==> config.mk <==
export PLATFORM = sky130hd
export DESIGN_NAME = socket_regs
export DESIGN_NICKNAME = d
export VERILOG_FILES = /design/src/rtl/sockreg_pkg.sv /design/src/rtl/irq_mode_if.sv /design/src/rtl/irq_shaper.sv /design/src/rtl/socket_regs.sv
export VERILOG_INCLUDE_DIRS = /design/src /design/src/rtl
export SDC_FILE = /design/constraint.sdc
export NUM_CORES = 1
export LEC_CHECK = 0
export ABC_AREA = 1
export BUFFER_PORTS_ARGS = -buffer_cell sky130_fd_sc_hd__buf_2
export CAP_MARGIN = 25
export CORE_ASPECT_RATIO = 0.7
export CORE_MARGIN = 2
export CORE_UTILIZATION = 39
export CTS_CLUSTER_DIAMETER = 60
export DETAILED_ROUTE_END_ITERATION = 7
export GPL_ROUTABILITY_DRIVEN = 0
export PLACE_DENSITY = 0.72
export SLEW_MARGIN = 0
export SYNTH_ARGS = -nofsm -noshare
export SYNTH_HDL_FRONTEND = slang
export SYNTH_SLANG_ARGS = --single-unit
==> constraint.sdc <==
create_clock -name clk_i -period 1.19 [get_ports clk_i]
set_clock_uncertainty 0.1 [all_clocks]
set_input_delay 0 -clock clk_i [delete_from_list [all_inputs] [get_ports clk_i]]
set_output_delay 0 -clock clk_i [all_outputs]
set_load 0.005 [all_outputs]
==> src/rtl/sockreg_defines.svh <==
// Purpose: constants for the socket control and I/O offset register bank
// Assumes: byte-wide register access, 12-bit socket-base offset
// Notes: legacy index is the low byte of the socket-base offset
// Overview of operation
// - global control bits 7-5 read zero, writes to them ignored.
// - bit 4 selects card B host interrupt edge (0) or level (1).
// - bit 3 selects card A host interrupt edge (0) or level (1).
// - bit 2 selects status-change clear: read clears (0) or write-one (1).
// - bit 1 selects status-change host interrupt edge (0) or level (1).
// - bit 0 power-down: card outputs undriven except during an active card cycle.
// - in power-down card interrupts still accepted; only a card access wakes interface.
// - control bits 2-0 cleared only by global reset.
// - global control at offset 81Eh, legacy index 1Eh, resets to 00h.
// - window low offset byte holds bits 7-0; bit 0 always reads zero.
// - window high offset byte holds bits 15-8, fully read/write, resets zero.
// - window 0 at 836h/837h, window 1 at 838h/839h.
// - write-one clear of card-detect flag also clears software card-detect request.
`ifndef SOCKREG_DEFINES_SVH
`define SOCKREG_DEFINES_SVH
`define GCTRL_OFS 12'h81E
`define GCTRL_IDX 8'h1E
`define WIN0_LO_OFS 12'h836
`define WIN0_HI_OFS 12'h837
`define WIN1_LO_OFS 12'h838
`define WIN1_HI_OFS 12'h839
`define GCTRL_RST 8'h00
`define WIN_RST 8'h00
`define GC_PWRDN_BIT 0
`define GC_CSCLVL_BIT 1
`define GC_FCLR_BIT 2
`define GC_ALVL_BIT 3
`define GC_BLVL_BIT 4
`define GC_RW_MASK 8'h1F
`define WIN_LO_MASK 8'hFE
`define CD_FLAG_BIT 3
`endif

==> src/rtl/sockreg_pkg.sv <==
package sockreg_pkg;
  typedef logic [7:0] byte_t;
  typedef enum logic [1:0] {IRQ_A, IRQ_B, IRQ_CSC} irq_src_e;
endpackage

==> src/rtl/irq_mode_if.sv <==
`timescale 1ns/1ns
interface irq_mode_if;
  logic level_sel;
  logic event_p;
  logic pending;
  logic irq;
  modport ctrl (output level_sel, output event_p, output pending, input irq);
  modport shaper (input level_sel, input event_p, input pending, output irq);
endinterface // irq_mode_if

==> src/rtl/irq_shaper.sv <==
// Purpose: shape one host interrupt as edge pulse or level
// Assumes: event_p is a one-cycle pulse on a new event
// Notes: edge output is registered, so one cycle late
`timescale 1ns/1ns
module irq_shaper
  import sockreg_pkg::*;
(
  input wire logic clk_i,
  input wire logic rst_i,
  irq_mode_if.shaper m
);
  logic pulse_r;
  logic pulse_nxt;

  always_comb begin
    pulse_nxt = m.event_p;
  end

  always_ff @(posedge clk_i) begin
    if (rst_i) begin
      pulse_r <= 1'b0;
    end else begin
      pulse_r <= pulse_nxt;
    end
  end

  assign m.irq = m.level_sel ? m.pending : pulse_r;

  edge_pulse_a: assert property (@(posedge clk_i) disable iff (rst_i)
    (!m.level_sel && m.event_p) |=> m.irq) else $error("edge mode pulse missing");
  level_follow_a: assert property (@(posedge clk_i) disable iff (rst_i)
    m.level_sel |-> m.irq == m.pending)
    else $error("level mode not following pending");
  edge_quiet_a: assert property (@(posedge clk_i) disable iff (rst_i)
    (!m.level_sel && !m.event_p) |=> (!m.irq || m.level_sel))
    else $error("edge mode held high");
endmodule // irq_shaper

==> src/rtl/socket_regs.sv <==
// Purpose: socket global control and I/O window offset registers
// Assumes: host byte accesses arrive synchronous to clk_i
// Notes: status-change flags kept here for clear behaviour and the status-change interrupt
`timescale 1ns/1ns
`include "sockreg_defines.svh"
module socket_regs
  import sockreg_pkg::*;
(
  input wire logic clk_i,
  input wire logic rst_i,
  input wire logic global_reset_in_i,
  input wire logic reg_sel_i,
  input wire logic legacy_i,
  input wire logic [11:0] addr_i,
  input wire logic wr_i,
  input wire logic rd_i,
  input wire logic [7:0] wdata_i,
  output logic [7:0] rdata_o,
  input wire logic csc_rd_i,
  input wire logic csc_wr_i,
  input wire logic [7:0] csc_wdata_i,
  input wire logic [7:0] csc_event_i,
  input wire logic sw_cd_req_set_i,
  output logic sw_cd_req_o,
  output logic [7:0] status_change_reg_o,
  input wire logic card_a_event_i,
  input wire logic card_b_event_i,
  input wire logic card_a_pending_i,
  input wire logic card_b_pending_i,
  output logic irq_a_o,
  output logic irq_b_o,
  output logic irq_csc_o,
  input wire logic card_cycle_i,
  output logic card_out_en_o,
  output logic card_irq_accept_o,
  output logic [15:0] win0_offset_o,
  output logic [15:0] win1_offset_o
);
  logic [7:0] gctrl_r;
  logic [7:0] gctrl_nxt;
  logic [7:0] win_lo_r [2];
  logic [7:0] win_lo_nxt [2];
  logic [7:0] win_hi_r [2];
  logic [7:0] win_hi_nxt [2];
  logic [7:0] csc_r;
  logic [7:0] csc_nxt;
  logic swcd_r;
  logic swcd_nxt;
  logic [11:0] eff_addr;
  logic wr_g;
  logic wr_win [2][2];
  logic csc_new;
  logic any_rst;

  irq_mode_if ma();
  irq_mode_if mb();
  irq_mode_if mc();

  // legacy index maps to the same offsets by low byte
  assign eff_addr = legacy_i ? {4'h8, addr_i[7:0]} : addr_i;
  // shapers drop a half-sent pulse on either reset
  assign any_rst = rst_i || global_reset_in_i;
  assign wr_g = reg_sel_i && wr_i && (eff_addr == `GCTRL_OFS);

  always_comb begin
    wr_win[0][0] = reg_sel_i && wr_i && (eff_addr == `WIN0_LO_OFS);
    wr_win[0][1] = reg_sel_i && wr_i && (eff_addr == `WIN0_HI_OFS);
    wr_win[1][0] = reg_sel_i && wr_i && (eff_addr == `WIN1_LO_OFS);
    wr_win[1][1] = reg_sel_i && wr_i && (eff_addr == `WIN1_HI_OFS);
  end

  always_comb begin
    gctrl_nxt = gctrl_r;
    if (wr_g) begin
      gctrl_nxt = wdata_i & `GC_RW_MASK;
    end
    if (rst_i) begin
      gctrl_nxt = gctrl_r & 8'h07;
    end
  end

  always_ff @(posedge clk_i) begin
    if (global_reset_in_i) begin
      gctrl_r <= `GCTRL_RST;
    end else begin
      gctrl_r <= gctrl_nxt;
    end
  end

  genvar w;
  generate
    for (w = 0; w < 2; w++) begin : g_win
      always_comb begin
        win_lo_nxt[w] = win_lo_r[w];
        win_hi_nxt[w] = win_hi_r[w];
        if (wr_win[w][0]) begin
          win_lo_nxt[w] = wdata_i & `WIN_LO_MASK;
        end
        if (wr_win[w][1]) begin
          win_hi_nxt[w] = wdata_i;
        end
      end
      always_ff @(posedge clk_i) begin
        if (rst_i || global_reset_in_i) begin
          win_lo_r[w] <= `WIN_RST;
          win_hi_r[w] <= `WIN_RST;
        end else begin
          win_lo_r[w] <= win_lo_nxt[w];
          win_hi_r[w] <= win_hi_nxt[w];
        end
      end
    end
  endgenerate

  assign win0_offset_o = {win_hi_r[0], win_lo_r[0]};
  assign win1_offset_o = {win_hi_r[1], win_lo_r[1]};

  // new events always win over a clear in the same cycle
  always_comb begin
    csc_nxt = csc_r;
    swcd_nxt = swcd_r | sw_cd_req_set_i;
    // clear by read or by write-one
    if (gctrl_r[`GC_FCLR_BIT]) begin
      if (csc_wr_i) begin
        csc_nxt = csc_r & ~csc_wdata_i;
        if (csc_wdata_i[`CD_FLAG_BIT]) begin
          swcd_nxt = sw_cd_req_set_i;
        end
      end
    end else if (csc_rd_i) begin
      csc_nxt = 8'h00;
    end
    csc_nxt = csc_nxt | csc_event_i;
  end

  always_ff @(posedge clk_i) begin
    if (rst_i || global_reset_in_i) begin
      csc_r <= 8'h00;
      swcd_r <= 1'b0;
    end else begin
      csc_r <= csc_nxt;
      swcd_r <= swcd_nxt;
    end
  end

  assign status_change_reg_o = csc_r;
  assign sw_cd_req_o = swcd_r;
  assign csc_new = |(csc_event_i & ~csc_r);

  assign ma.level_sel = gctrl_r[`GC_ALVL_BIT];
  assign ma.event_p = card_a_event_i;
  assign ma.pending = card_a_pending_i;
  assign mb.level_sel = gctrl_r[`GC_BLVL_BIT];
  assign mb.event_p = card_b_event_i;
  assign mb.pending = card_b_pending_i;
  assign mc.level_sel = gctrl_r[`GC_CSCLVL_BIT];
  assign mc.event_p = csc_new;
  assign mc.pending = |csc_r;

  irq_shaper u_irq_a (.clk_i(clk_i), .rst_i(any_rst), .m(ma.shaper));
  irq_shaper u_irq_b (.clk_i(clk_i), .rst_i(any_rst), .m(mb.shaper));
  irq_shaper u_irq_c (.clk_i(clk_i), .rst_i(any_rst), .m(mc.shaper));

  assign irq_a_o = ma.irq;
  assign irq_b_o = mb.irq;
  assign irq_csc_o = mc.irq;

  // in power-down, outputs driven only in active cycle
  assign card_out_en_o = !gctrl_r[`GC_PWRDN_BIT] || card_cycle_i;
  assign card_irq_accept_o = 1'b1;

  // read mux, registered; unmapped reads zero
  logic [7:0] rdata_r;
  logic [7:0] rdata_nxt;
  always_comb begin
    rdata_nxt = 8'h00;
    if (reg_sel_i && rd_i) begin
      unique case (eff_addr)
        `GCTRL_OFS: rdata_nxt = gctrl_r & `GC_RW_MASK;
        `WIN0_LO_OFS: rdata_nxt = win_lo_r[0];
        `WIN0_HI_OFS: rdata_nxt = win_hi_r[0];
        `WIN1_LO_OFS: rdata_nxt = win_lo_r[1];
        `WIN1_HI_OFS: rdata_nxt = win_hi_r[1];
        default: rdata_nxt = 8'h00;
      endcase
    end
  end

  always_ff @(posedge clk_i) begin
    if (rst_i) begin
      rdata_r <= 8'h00;
    end else begin
      rdata_r <= rdata_nxt;
    end
  end
  assign rdata_o = rdata_r;

  rsvd_zero_a: assert property (@(posedge clk_i) disable iff (global_reset_in_i) gctrl_r[7:5] == 3'h0)
    else $error("reserved bits set");
  mode_b_a: assert property (@(posedge clk_i) disable iff (rst_i || global_reset_in_i)
    wr_g |=> gctrl_r[`GC_BLVL_BIT] == $past(wdata_i[4])) else $error("card B mode not stored");
  mode_a_a: assert property (@(posedge clk_i) disable iff (global_reset_in_i)
    (gctrl_r[`GC_ALVL_BIT] && card_a_pending_i) |-> irq_a_o) else $error("card A level lost");
  read_clear_a: assert property (@(posedge clk_i) disable iff (rst_i || global_reset_in_i)
    (!gctrl_r[`GC_FCLR_BIT] && csc_rd_i && csc_event_i == 8'h00) |=> csc_r == 8'h00)
    else $error("read clear failed");
  csc_level_a: assert property (@(posedge clk_i) disable iff (global_reset_in_i)
    (gctrl_r[`GC_CSCLVL_BIT] && |csc_r) |-> irq_csc_o) else $error("csc level lost");
  pwrdn_hiz_a: assert property (@(posedge clk_i)
    (gctrl_r[`GC_PWRDN_BIT] && !card_cycle_i) |-> !card_out_en_o) else $error("driven in power-down");
  ctrl_keep_a: assert property (@(posedge clk_i)
    (rst_i && !global_reset_in_i) |=> gctrl_r[2:0] == $past(gctrl_r[2:0])) else $error("bits 2-0 lost");
  lo_bit0_a: assert property (@(posedge clk_i) disable iff (rst_i || global_reset_in_i)
    win_lo_r[0][0] == 1'h0 && win_lo_r[1][0] == 1'h0)
    else $error("window low bit 0 set");
  hi_write_a: assert property (@(posedge clk_i) disable iff (rst_i || global_reset_in_i)
    wr_win[1][1] |=> win_hi_r[1] == $past(wdata_i)) else $error("high byte not stored");
  swcd_clr_a: assert property (@(posedge clk_i) disable iff (rst_i || global_reset_in_i)
    (gctrl_r[`GC_FCLR_BIT] && csc_wr_i && csc_wdata_i[3] && !sw_cd_req_set_i) |=> !sw_cd_req_o)
    else $error("sw request not cleared");

  // control register stores, resets and reads
  gctrl_store_a: assert property (@(posedge clk_i) disable iff (rst_i || global_reset_in_i)
    wr_g |=> gctrl_r == ($past(wdata_i) & `GC_RW_MASK))
    else $error("control write not stored");
  mode_a_store_a: assert property (@(posedge clk_i) disable iff (rst_i || global_reset_in_i)
    wr_g |=> gctrl_r[`GC_ALVL_BIT] == $past(wdata_i[3]))
    else $error("card A mode not stored");
  fclr_store_a: assert property (@(posedge clk_i) disable iff (rst_i || global_reset_in_i)
    wr_g |=> gctrl_r[`GC_FCLR_BIT] == $past(wdata_i[2]))
    else $error("clear mode not stored");
  csc_mode_store_a: assert property (@(posedge clk_i) disable iff (rst_i || global_reset_in_i)
    wr_g |=> gctrl_r[`GC_CSCLVL_BIT] == $past(wdata_i[1]))
    else $error("status-change mode not stored");
  pwrdn_store_a: assert property (@(posedge clk_i) disable iff (rst_i || global_reset_in_i)
    wr_g |=> gctrl_r[`GC_PWRDN_BIT] == $past(wdata_i[0]))
    else $error("power-down bit not stored");
  upper_rst_a: assert property (@(posedge clk_i)
    (rst_i && !global_reset_in_i) |=> gctrl_r[4:3] == 2'h0)
    else $error("mode bits kept over socket reset");
  gctrl_init_a: assert property (@(posedge clk_i)
    global_reset_in_i |=> gctrl_r == `GCTRL_RST)
    else $error("control not reset");
  legacy_map_a: assert property (@(posedge clk_i) disable iff (rst_i || global_reset_in_i)
    (reg_sel_i && wr_i && legacy_i && addr_i[7:0] == `GCTRL_IDX) |=> gctrl_r == ($past(wdata_i) & `GC_RW_MASK))
    else $error("legacy index write lost");
  gctrl_read_a: assert property (@(posedge clk_i) disable iff (rst_i)
    (reg_sel_i && rd_i && eff_addr == `GCTRL_OFS) |=> rdata_o == ($past(gctrl_r) & `GC_RW_MASK))
    else $error("control read wrong");

  // window offset bytes
  lo0_write_a: assert property (@(posedge clk_i) disable iff (rst_i || global_reset_in_i)
    wr_win[0][0] |=> win_lo_r[0] == ($past(wdata_i) & `WIN_LO_MASK))
    else $error("window 0 low byte not stored");
  lo1_write_a: assert property (@(posedge clk_i) disable iff (rst_i || global_reset_in_i)
    wr_win[1][0] |=> win_lo_r[1] == ($past(wdata_i) & `WIN_LO_MASK))
    else $error("window 1 low byte not stored");
  hi0_write_a: assert property (@(posedge clk_i) disable iff (rst_i || global_reset_in_i)
    wr_win[0][1] |=> win_hi_r[0] == $past(wdata_i))
    else $error("window 0 high byte not stored");
  win_clear_a: assert property (@(posedge clk_i)
    (rst_i || global_reset_in_i) |=> win_hi_r[0] == `WIN_RST && win_hi_r[1] == `WIN_RST)
    else $error("high bytes not reset");
  win_read_a: assert property (@(posedge clk_i) disable iff (rst_i)
    (reg_sel_i && rd_i && eff_addr == `WIN1_HI_OFS) |=> rdata_o == $past(win_hi_r[1]))
    else $error("window 1 high read wrong");

  // status-change flags and their interrupt
  wb_read_keep_a: assert property (@(posedge clk_i) disable iff (rst_i || global_reset_in_i)
    (gctrl_r[`GC_FCLR_BIT] && csc_rd_i && !csc_wr_i) |=> csc_r == ($past(csc_r) | $past(csc_event_i)))
    else $error("read cleared in write-back mode");
  event_wins_a: assert property (@(posedge clk_i) disable iff (rst_i || global_reset_in_i)
    (csc_event_i != 8'h00) |=> (csc_r & $past(csc_event_i)) == $past(csc_event_i))
    else $error("event lost to clear");
  csc_edge_a: assert property (@(posedge clk_i) disable iff (rst_i || global_reset_in_i)
    (!gctrl_r[`GC_CSCLVL_BIT] && csc_new) |=> irq_csc_o)
    else $error("csc edge pulse missing");
  swcd_keep_a: assert property (@(posedge clk_i) disable iff (rst_i || global_reset_in_i)
    (gctrl_r[`GC_FCLR_BIT] && csc_wr_i && !csc_wdata_i[`CD_FLAG_BIT])
    |=> sw_cd_req_o == ($past(sw_cd_req_o) || $past(sw_cd_req_set_i)))
    else $error("sw request dropped");

  // power-down still drives card cycles and keeps interrupts alive
  wake_drive_a: assert property (@(posedge clk_i) disable iff (global_reset_in_i)
    card_cycle_i |-> card_out_en_o)
    else $error("card cycle not driven");
  pwrdn_irq_a: assert property (@(posedge clk_i) disable iff (rst_i || global_reset_in_i)
    (gctrl_r[`GC_PWRDN_BIT] && gctrl_r[`GC_ALVL_BIT] && gctrl_r[`GC_BLVL_BIT] && card_a_pending_i
    && card_b_pending_i) |-> (irq_a_o && irq_b_o))
    else $error("card interrupt lost in power-down");
  pwrdn_csc_a: assert property (@(posedge clk_i) disable iff (rst_i || global_reset_in_i)
    (gctrl_r[`GC_PWRDN_BIT] && csc_new) |=> irq_csc_o)
    else $error("csc interrupt lost in power-down");
endmodule // socket_regs

==> flow_metrics.py, run 1 <==
metrics = {
    "place": {
        "dp.cells": 534,
        "post-dp-hpwl_um": 5830,
        "port_buffers": 101,
    },
    "setup_path": {
        "path_class": "register to output pin",
        "critPathMaxStageDelay_ns": 0.36,
        "setup.worst_path.end_class": "output pin",
        "r2r.worst_path.cells": 5,
        "r2r_start": "gctrl_r[2]$_SDFFE_PP0P_",
        "cp_num_buf_inv": 1,
        "reg2reg_slack_ns": 0.07,
        "cp-start-kind": "register",
        "critPathMaxFanout": 4,
        "crit_chain": "nor4_4 -> a31oi_1 -> buf_2",
        "cp.arrival_ns": 1.26,
        "slowest_stage": "dfxtp_2",
        "r2r_end": "status_change_reg_o[5]$_SDFF_PP0_",
        "cp_top_family": "flip-flops",
        "cp.required_ns": 1.09,
    },
    "pwr": {
        "pwr-share-clk_pct": 30.1,
        "swShare_pct": 24.9,
        "pwr-share-comb_pct": 13.4,
        "seqPwrFrac_pct": 56.5,
        "peakVddDrop_mv": 0.567,
        "intPower_mw": 2.50,
        "p_per_area_mw_per_mm2": 904,
        "p_leak_nw": 1.64,
        "p_sw_uw": 826,
    },
    "synth": {
        "syn_area_mm2": 0.00256,
        "ys.warnings.count": 0,
        "ys_seq_elements": 55,
        "synth_cells": 346,
        "ys_types": 29,
        "synth_seq_area_share_pct": 43.0,
        "syn_avg_cell_area_um2": 7.40,
    },
    "layout": {
        "final_cells": 572,
        "layout_commonest_cell": "buf_2",
        "n_antenna_cell": 0,
        "final_nets": 544,
        "seq_area_mm2": 0.00111,
        "fillerInstances": 564,
        "utilization_pct": 58.6,
        "synthToLayoutAreaGrowth_pct": 43.6,
        "multi_input_area_mm2": 0.00119,
        "drive_gt1_share_pct": 32.4,
        "final_cell_mix": "buf_2, dfxtp_1, inv_1, nand2_1, a21oi_1",
    },
    "sta": {
        "clock.fmax_mhz": 734,
        "setup_slack_ns": -0.173,
        "setup_viol_count_final": 1,
        "finalCritPeriodShare_pct": 115,
        "hold_violations": 0,
        "min_period_ns": 1.36,
        "slew_violations": 0,
        "grt_setup_unrepaired": "true",
    },
    "clock_tree": {
        "clk_latency_ns": 0.31,
        "clk_pin_slew_worst_paths_ns": 0.09,
        "cts_buffers": 5,
        "cts_max_level": 2,
        "root_buffer": "clkbuf_8",
        "clock_path_buffers": 2,
        "cts_tree": "built",
        "cts.sinks": 55,
    },
    "floorplanning": {
        "ioPinCount": 105,
        "dieArea_mm2": 0.00724,
        "initial_utilization_pct": 40.8,
        "dieWidth_um": 101,
        "rows": 24,
        "die_h_um": 71.8,
        "core_mm2": 0.00628,
    },
    "run": {
        "drv_cap": 0,
    },
    "outcome": {
        "violations": "negative setup slack",
        "status": "finished with violations",
    },
    "grt": {
        "grt_pass1_wl_um": 13100,
        "grt_overflow": 0,
        "grt_pass1_vias": 2647,
        "grt_max_degree": 17,
        "grt_usage_pct": 23.1,
        "antenna_found_initial": 0,
    },
    "route": {
        "drc": 0,
        "vias": 2932,
        "first_pass_iters": 5,
        "vias_per_cell": 5.13,
        "wirelength_um": 8440,
        "drt_iter0_markers": 176,
        "wl_per_cell_um": 14.7,
        "ant_nets": 0,
    },
    "min_path": {
        "min_to": "rdata_o[5]$_SDFF_PP0_",
        "hold_depth": 4,
        "hold_start": "rd_i",
        "hold_class": "input port to register",
    },
}
[cell families after synthesis]
group / after synthesis / share of synthesized area (%)
other: 2 / 0.294
DFF: 55 / 43.0
buffers and inverters: 66 / 11.6
and+or+nand+nor: 134 / 26.7
AOI/OAI and AO/OA: 89 / 18.4
[synthesized netlist by cell type]
library cell / n / area (µm²)
buf_6: 4 / 45.0
clkinv_2: 2 / 10.0
clkbuf_1: 2 / 7.51
nand2_1: 45 / 169
nor4_1: 2 / 12.5
o211ai_1: 1 / 7.51
dfxtp_1: 55 / 1100
nor2_2: 2 / 12.5
nor2_8: 1 / 20.0
nand3_1: 37 / 185
nand2_2: 3 / 18.8
clkinv_1: 1 / 3.75
o21ai_1: 2 / 10.0
nand4_1: 2 / 12.5
nand2_4: 1 / 11.3
a21oi_1: 43 / 215
buf_2: 2 / 10.0
nor2_4: 5 / 56.3
o22ai_1: 4 / 25.0
buf_4: 4 / 30.0
nor2_1: 30 / 113
inv_1: 51 / 191
conb_1: 2 / 7.51
o21ai_0: 35 / 175
nand3_2: 3 / 30.0
a31oi_1: 3 / 18.8
nand3_4: 2 / 35.0
o21bai_4: 1 / 18.8
or2_2: 1 / 6.26
[how the worst max path moves through the flow]
| stage | startpoint | cells past startpoint | end |
|---|---|---|---|
| floorplan | addr_i[11] | 9 | rdata_o[0]$_SDFF_PP0_ |
| global placement | addr_i[11] | 9 | rdata_o[3]$_SDFF_PP0_ |
| detailed placement | addr_i[11] | 9 | rdata_o[3]$_SDFF_PP0_ |
| CTS | status_change_reg_o[7]$_SDFF_PP0_ | 3 | irq_csc_o |
| global route | status_change_reg_o[2]$_SDFF_PP0_ | 3 | irq_csc_o |
| finish | status_change_reg_o[2]$_SDFF_PP0_ | 3 | irq_csc_o |
[worst register-to-register path: cells and delay by family, from the launching register on]
kind | cells | cell delay [ns]
AOI/OAI and AO/OA | 1 | 0.15
and+or+nand+nor | 3 | 0.25
buffers and inverters | 1 | 0.16
DFF | 1 | 0.37
[metrics by stage]
step	hold slack [ns]	total power, mW	cell area (µm²)	TNS (ns)	setup slack, ns
2_1_floorplan	-0.0309	2.07	2560	0	0.137
3_3_place_gp	0.119	2.25	3250	-1.32	-0.176
3_5_place_dp	0.123	2.25	3250	-3.13	-0.220
4_1_cts	0.0121	3.31	3650	-0.124	-0.124
5_1_grt	0.0582	3.48	3670	-0.278	-0.219
6_report	0.0712	3.32	3670	-0.173	-0.173
[cell type report]
class	count	area share (%)
Clock buffer	7	2.08
Clock inverter	1	0.136
Inverter	54	5.58
Multi-Input combinational cell	226	32.5
Sequential cell	55	30.2
Tap cell	78	2.66
Timing Repair Buffer	151	26.8
[state kept, by name, summed over array words and instances (netlist names)]
| signal | flops |
|---|---|
| sw_cd_req_o | 1 |
| win_lo_r | 14 |
| gctrl_r | 5 |
| u_irq_c.pulse_r | 1 |
| u_irq_a.pulse_r | 1 |
| win_hi_r | 16 |
| u_irq_b.pulse_r | 1 |
| rdata_o | 8 |
| status_change_reg_o | 8 |
[metal layers]
| metal | vias up | part of all wire, % | global-route usage (%) |
|---|---|---|---|
| met5 | - | 0 | 0 |
| met1 | 1319 | 44 | 31.8 |
| li1 | 1424 | - | - |
| met3 | 38 | 7.8 | 5.17 |
| met2 | 151 | 45 | 37.0 |
| met4 | 0 | 3.6 | 5.63 |
[power by group through the flow]
| stage | Clock (mW) | Combinational (mW) | Sequential (mW) |
|---|---|---|---|
| finish | 1.00 | 0.444 | 1.88 |
| global route | 1.12 | 0.482 | 1.88 |
| CTS | 1.02 | 0.420 | 1.87 |
| detailed placement | 0 | 0.339 | 1.91 |
| global placement | 0 | 0.331 | 1.91 |
| floorplan | 0 | 0.156 | 1.91 |
[repair_timing]
action                                  4_1_cts  5_1_grt
hold endpoints to repair                     47        0
setup buffers                                 1        0
hold buffers                                 29        0
gates resized for setup                       6       12
pin swaps                                     2        2
endpoints found under the setup margin        2       30
cloned                                        0        0
Power figures use the tool's default switching activity.
==> run 2: changes to the inputs <==
- PLACE_DENSITY: 0.72 -> 0.75
- clock period: 1.19 -> 1.2 ns (I/O delays scaled with it)
==> run 2 against run 1 <==
- clock power up 26%
- final area up 0.34%
- core utilization up 0.20 points
- the flow still finishes with violations (negative setup slack)
- sequential power about the same
- count of clock-buffer cells in the layout down 2
- register-to-register slack better by 0.02 ns
- combinational power down 3%
- setup slack better by 0.074 ns
- non-clock buffer count up 1
- first-iteration DRC count up 8.0%
- critical path depth unchanged
- global-route usage about the same
- critical path type unchanged
==> flow_metrics.py, run 2 (synthesis gave the netlist of run 1 again) <==
metrics = {
    "grt": {
        "grt_busiest_layer": "met2",
        "antenna_found_initial": 0,
        "use_met1_pct": 31.0,
        "grt_max_degree": 20,
        "met3_usage_pct": 4.68,
        "grt_overflow": 0,
        "grt_pass1_wl_um": 13000,
        "met2_usage_pct": 36.4,
        "grt_pass1_vias": 2736,
        "grt_usage_pct": 23.1,
    },
    "setup_path": {
        "cp_num_buf_inv": 1,
        "setup.worst_path.end_class": "output pin",
        "cp.arrival_ns": 1.20,
        "path_class": "register to output pin",
        "cp.required_ns": 1.10,
        "cp_num_cells": 3,
        "crit_chain": "nor4_2 -> a31oi_1 -> buf_2",
        "slowest_stage": "dfxtp_2",
        "cp-start-kind": "register",
        "cp_top_family": "flip-flops",
        "r2r.worst_path.cells": 3,
        "critPathMaxFanout": 4,
        "critPathMaxStageDelay_ns": 0.37,
    },
    "place": {
        "place_area_mm2": 0.00320,
        "port_buffers": 101,
        "post-dp-hpwl_um": 5670,
    },
    "route": {
        "vias": 2916,
        "wirelength_um": 8380,
        "vias_per_cell": 5.09,
        "drt_iter0_markers": 190,
        "drc": 0,
        "ant_nets": 0,
        "wl_per_cell_um": 14.6,
        "first_pass_iters": 6,
    },
    "clock_tree": {
        "clk_latency_ns": 0.32,
        "cts_tree": "built",
        "cts.sinks": 55,
        "cts_buffers": 5,
        "root_buffer": "clkbuf_8",
        "cts_max_level": 2,
        "clock_path_buffers": 2,
        "clk_pin_slew_worst_paths_ns": 0.10,
    },
    "sta": {
        "setup_viol_count_final": 1,
        "min_period_ns": 1.30,
        "hold_violations": 0,
        "finalCritPeriodShare_pct": 108,
        "grt_setup_unrepaired": "true",
        "clock.fmax_mhz": 770,
        "hold_slack_ns": 0.00127,
        "setup_slack_ns": -0.0989,
        "slew_violations": 0,
    },
    "floorplanning": {
        "core_mm2": 0.00628,
        "die_h_um": 71.8,
        "dieWidth_um": 101,
        "initial_utilization_pct": 40.8,
        "rows": 24,
        "dieArea_mm2": 0.00724,
        "ioPinCount": 105,
    },
    "layout": {
        "layout_commonest_cell": "buf_2",
        "synthToLayoutAreaGrowth_pct": 44.1,
        "final_cell_mix": "buf_2, inv_1, dfxtp_1, nand2_1, a21oi_1",
        "utilization_pct": 58.8,
        "regMostFlops": "win_hi_r",
        "drive_gt1_share_pct": 33.3,
        "largest_reg_flops": 16,
        "n_antenna_cell": 0,
        "fillerInstances": 544,
        "reg_top3": "win_hi_r (16), win_lo_r (14)",
        "stdcell_area_mm2": 0.00369,
        "final_nets": 545,
    },
    "pwr": {
        "peakVddDrop_mv": 0.511,
        "p_leak_nw": 1.64,
        "p_per_area_mw_per_mm2": 965,
    },
    "outcome": {
        "status": "finished with violations",
        "violations": "negative setup slack",
    },
    "run": {
        "drv_cap": 0,
    },
    "min_path": {
        "hold_class": "input port to register",
        "hold_depth": 4,
    },
}
## run 2: changes by cell type in the layout (fill, tap and decap cells not counted), sizes merged
cell         before  now
clkbuf            7    6
bufinv            0    1
buf             122  121
dlygate4sd3      29   30
clkinvlp          0    1
clkinv            4    3
inv              51   52
## run 2: worst reg2reg max path: stages (launching register included)
cell and delay, ns:
dfxtp_1 0.44, o22ai_1 0.17, nor2_1 0.21, a21oi_2 0.09
## run 2: routing by layer
layer	wire length, µm	up-vias
met2	3810	159
li1	-	1422
met4	219	0
met1	3710	1307
met5	0	-
met3	638	28
## run 2: path summary, 6_finish.rpt
path	to	startpoint	slack [ns]
setup / recovery	irq_csc_o	status_change_reg_o[1]$_SDFF_PP0_	-0.1
hold reg to reg	win_hi_r[1][1]$_SDFFE_PP0P_	win_hi_r[1][1]$_SDFFE_PP0P_	0.37
hold / removal	status_change_reg_o[0]$_SDFF_PP0_	csc_rd_i	0.001
setup reg to reg	u_irq_c.pulse_r$_SDFF_PP0_	status_change_reg_o[0]$_SDFF_PP0_	0.09
## run 2: final cells by class
class,count,area [µm²],area share (%)
flip-flops and latches,55,1110,30.1
multi-input cells,226,1190,32.3
clock buffers,5,68.8,1.87
repair buffers,152,967,26.2
well taps,78,97.6,2.65
clock inverters,3,46.3,1.26
inverters,54,205,5.56
## run 2: per-stage QoR
step	setup WS [ns]	power (mW)	instances	setup TNS [ns]
2_1_floorplan	0.147	2.05	347	0
6_report	-0.0989	3.56	573	-0.0989
3_3_place_gp	-0.136	2.21	531	-1.09
5_1_grt	-0.138	3.70	573	-0.194
4_1_cts	-0.0767	3.55	571	-0.0848
3_5_place_dp	-0.166	2.22	531	-2.17
## run 2: what timing repair did
action / in CTS / in global routing
gates cloned: 0 / 1
pin swaps: 3 / 1
endpoints found under the hold margin: 47 / 0
endpoints found under the setup margin: 2 / 32
setup buffers: 2 / 1
gates resized for setup: 8 / 10
hold buffers: 30 / 0
## run 2: where the power goes
part | switching [mW] | internal [mW] | leakage [nW]
clock | 0.635 | 0.629 | 0.0548
combinational | 0.217 | 0.213 | 1.14
sequential | 0.0193 | 1.84 | 0.448
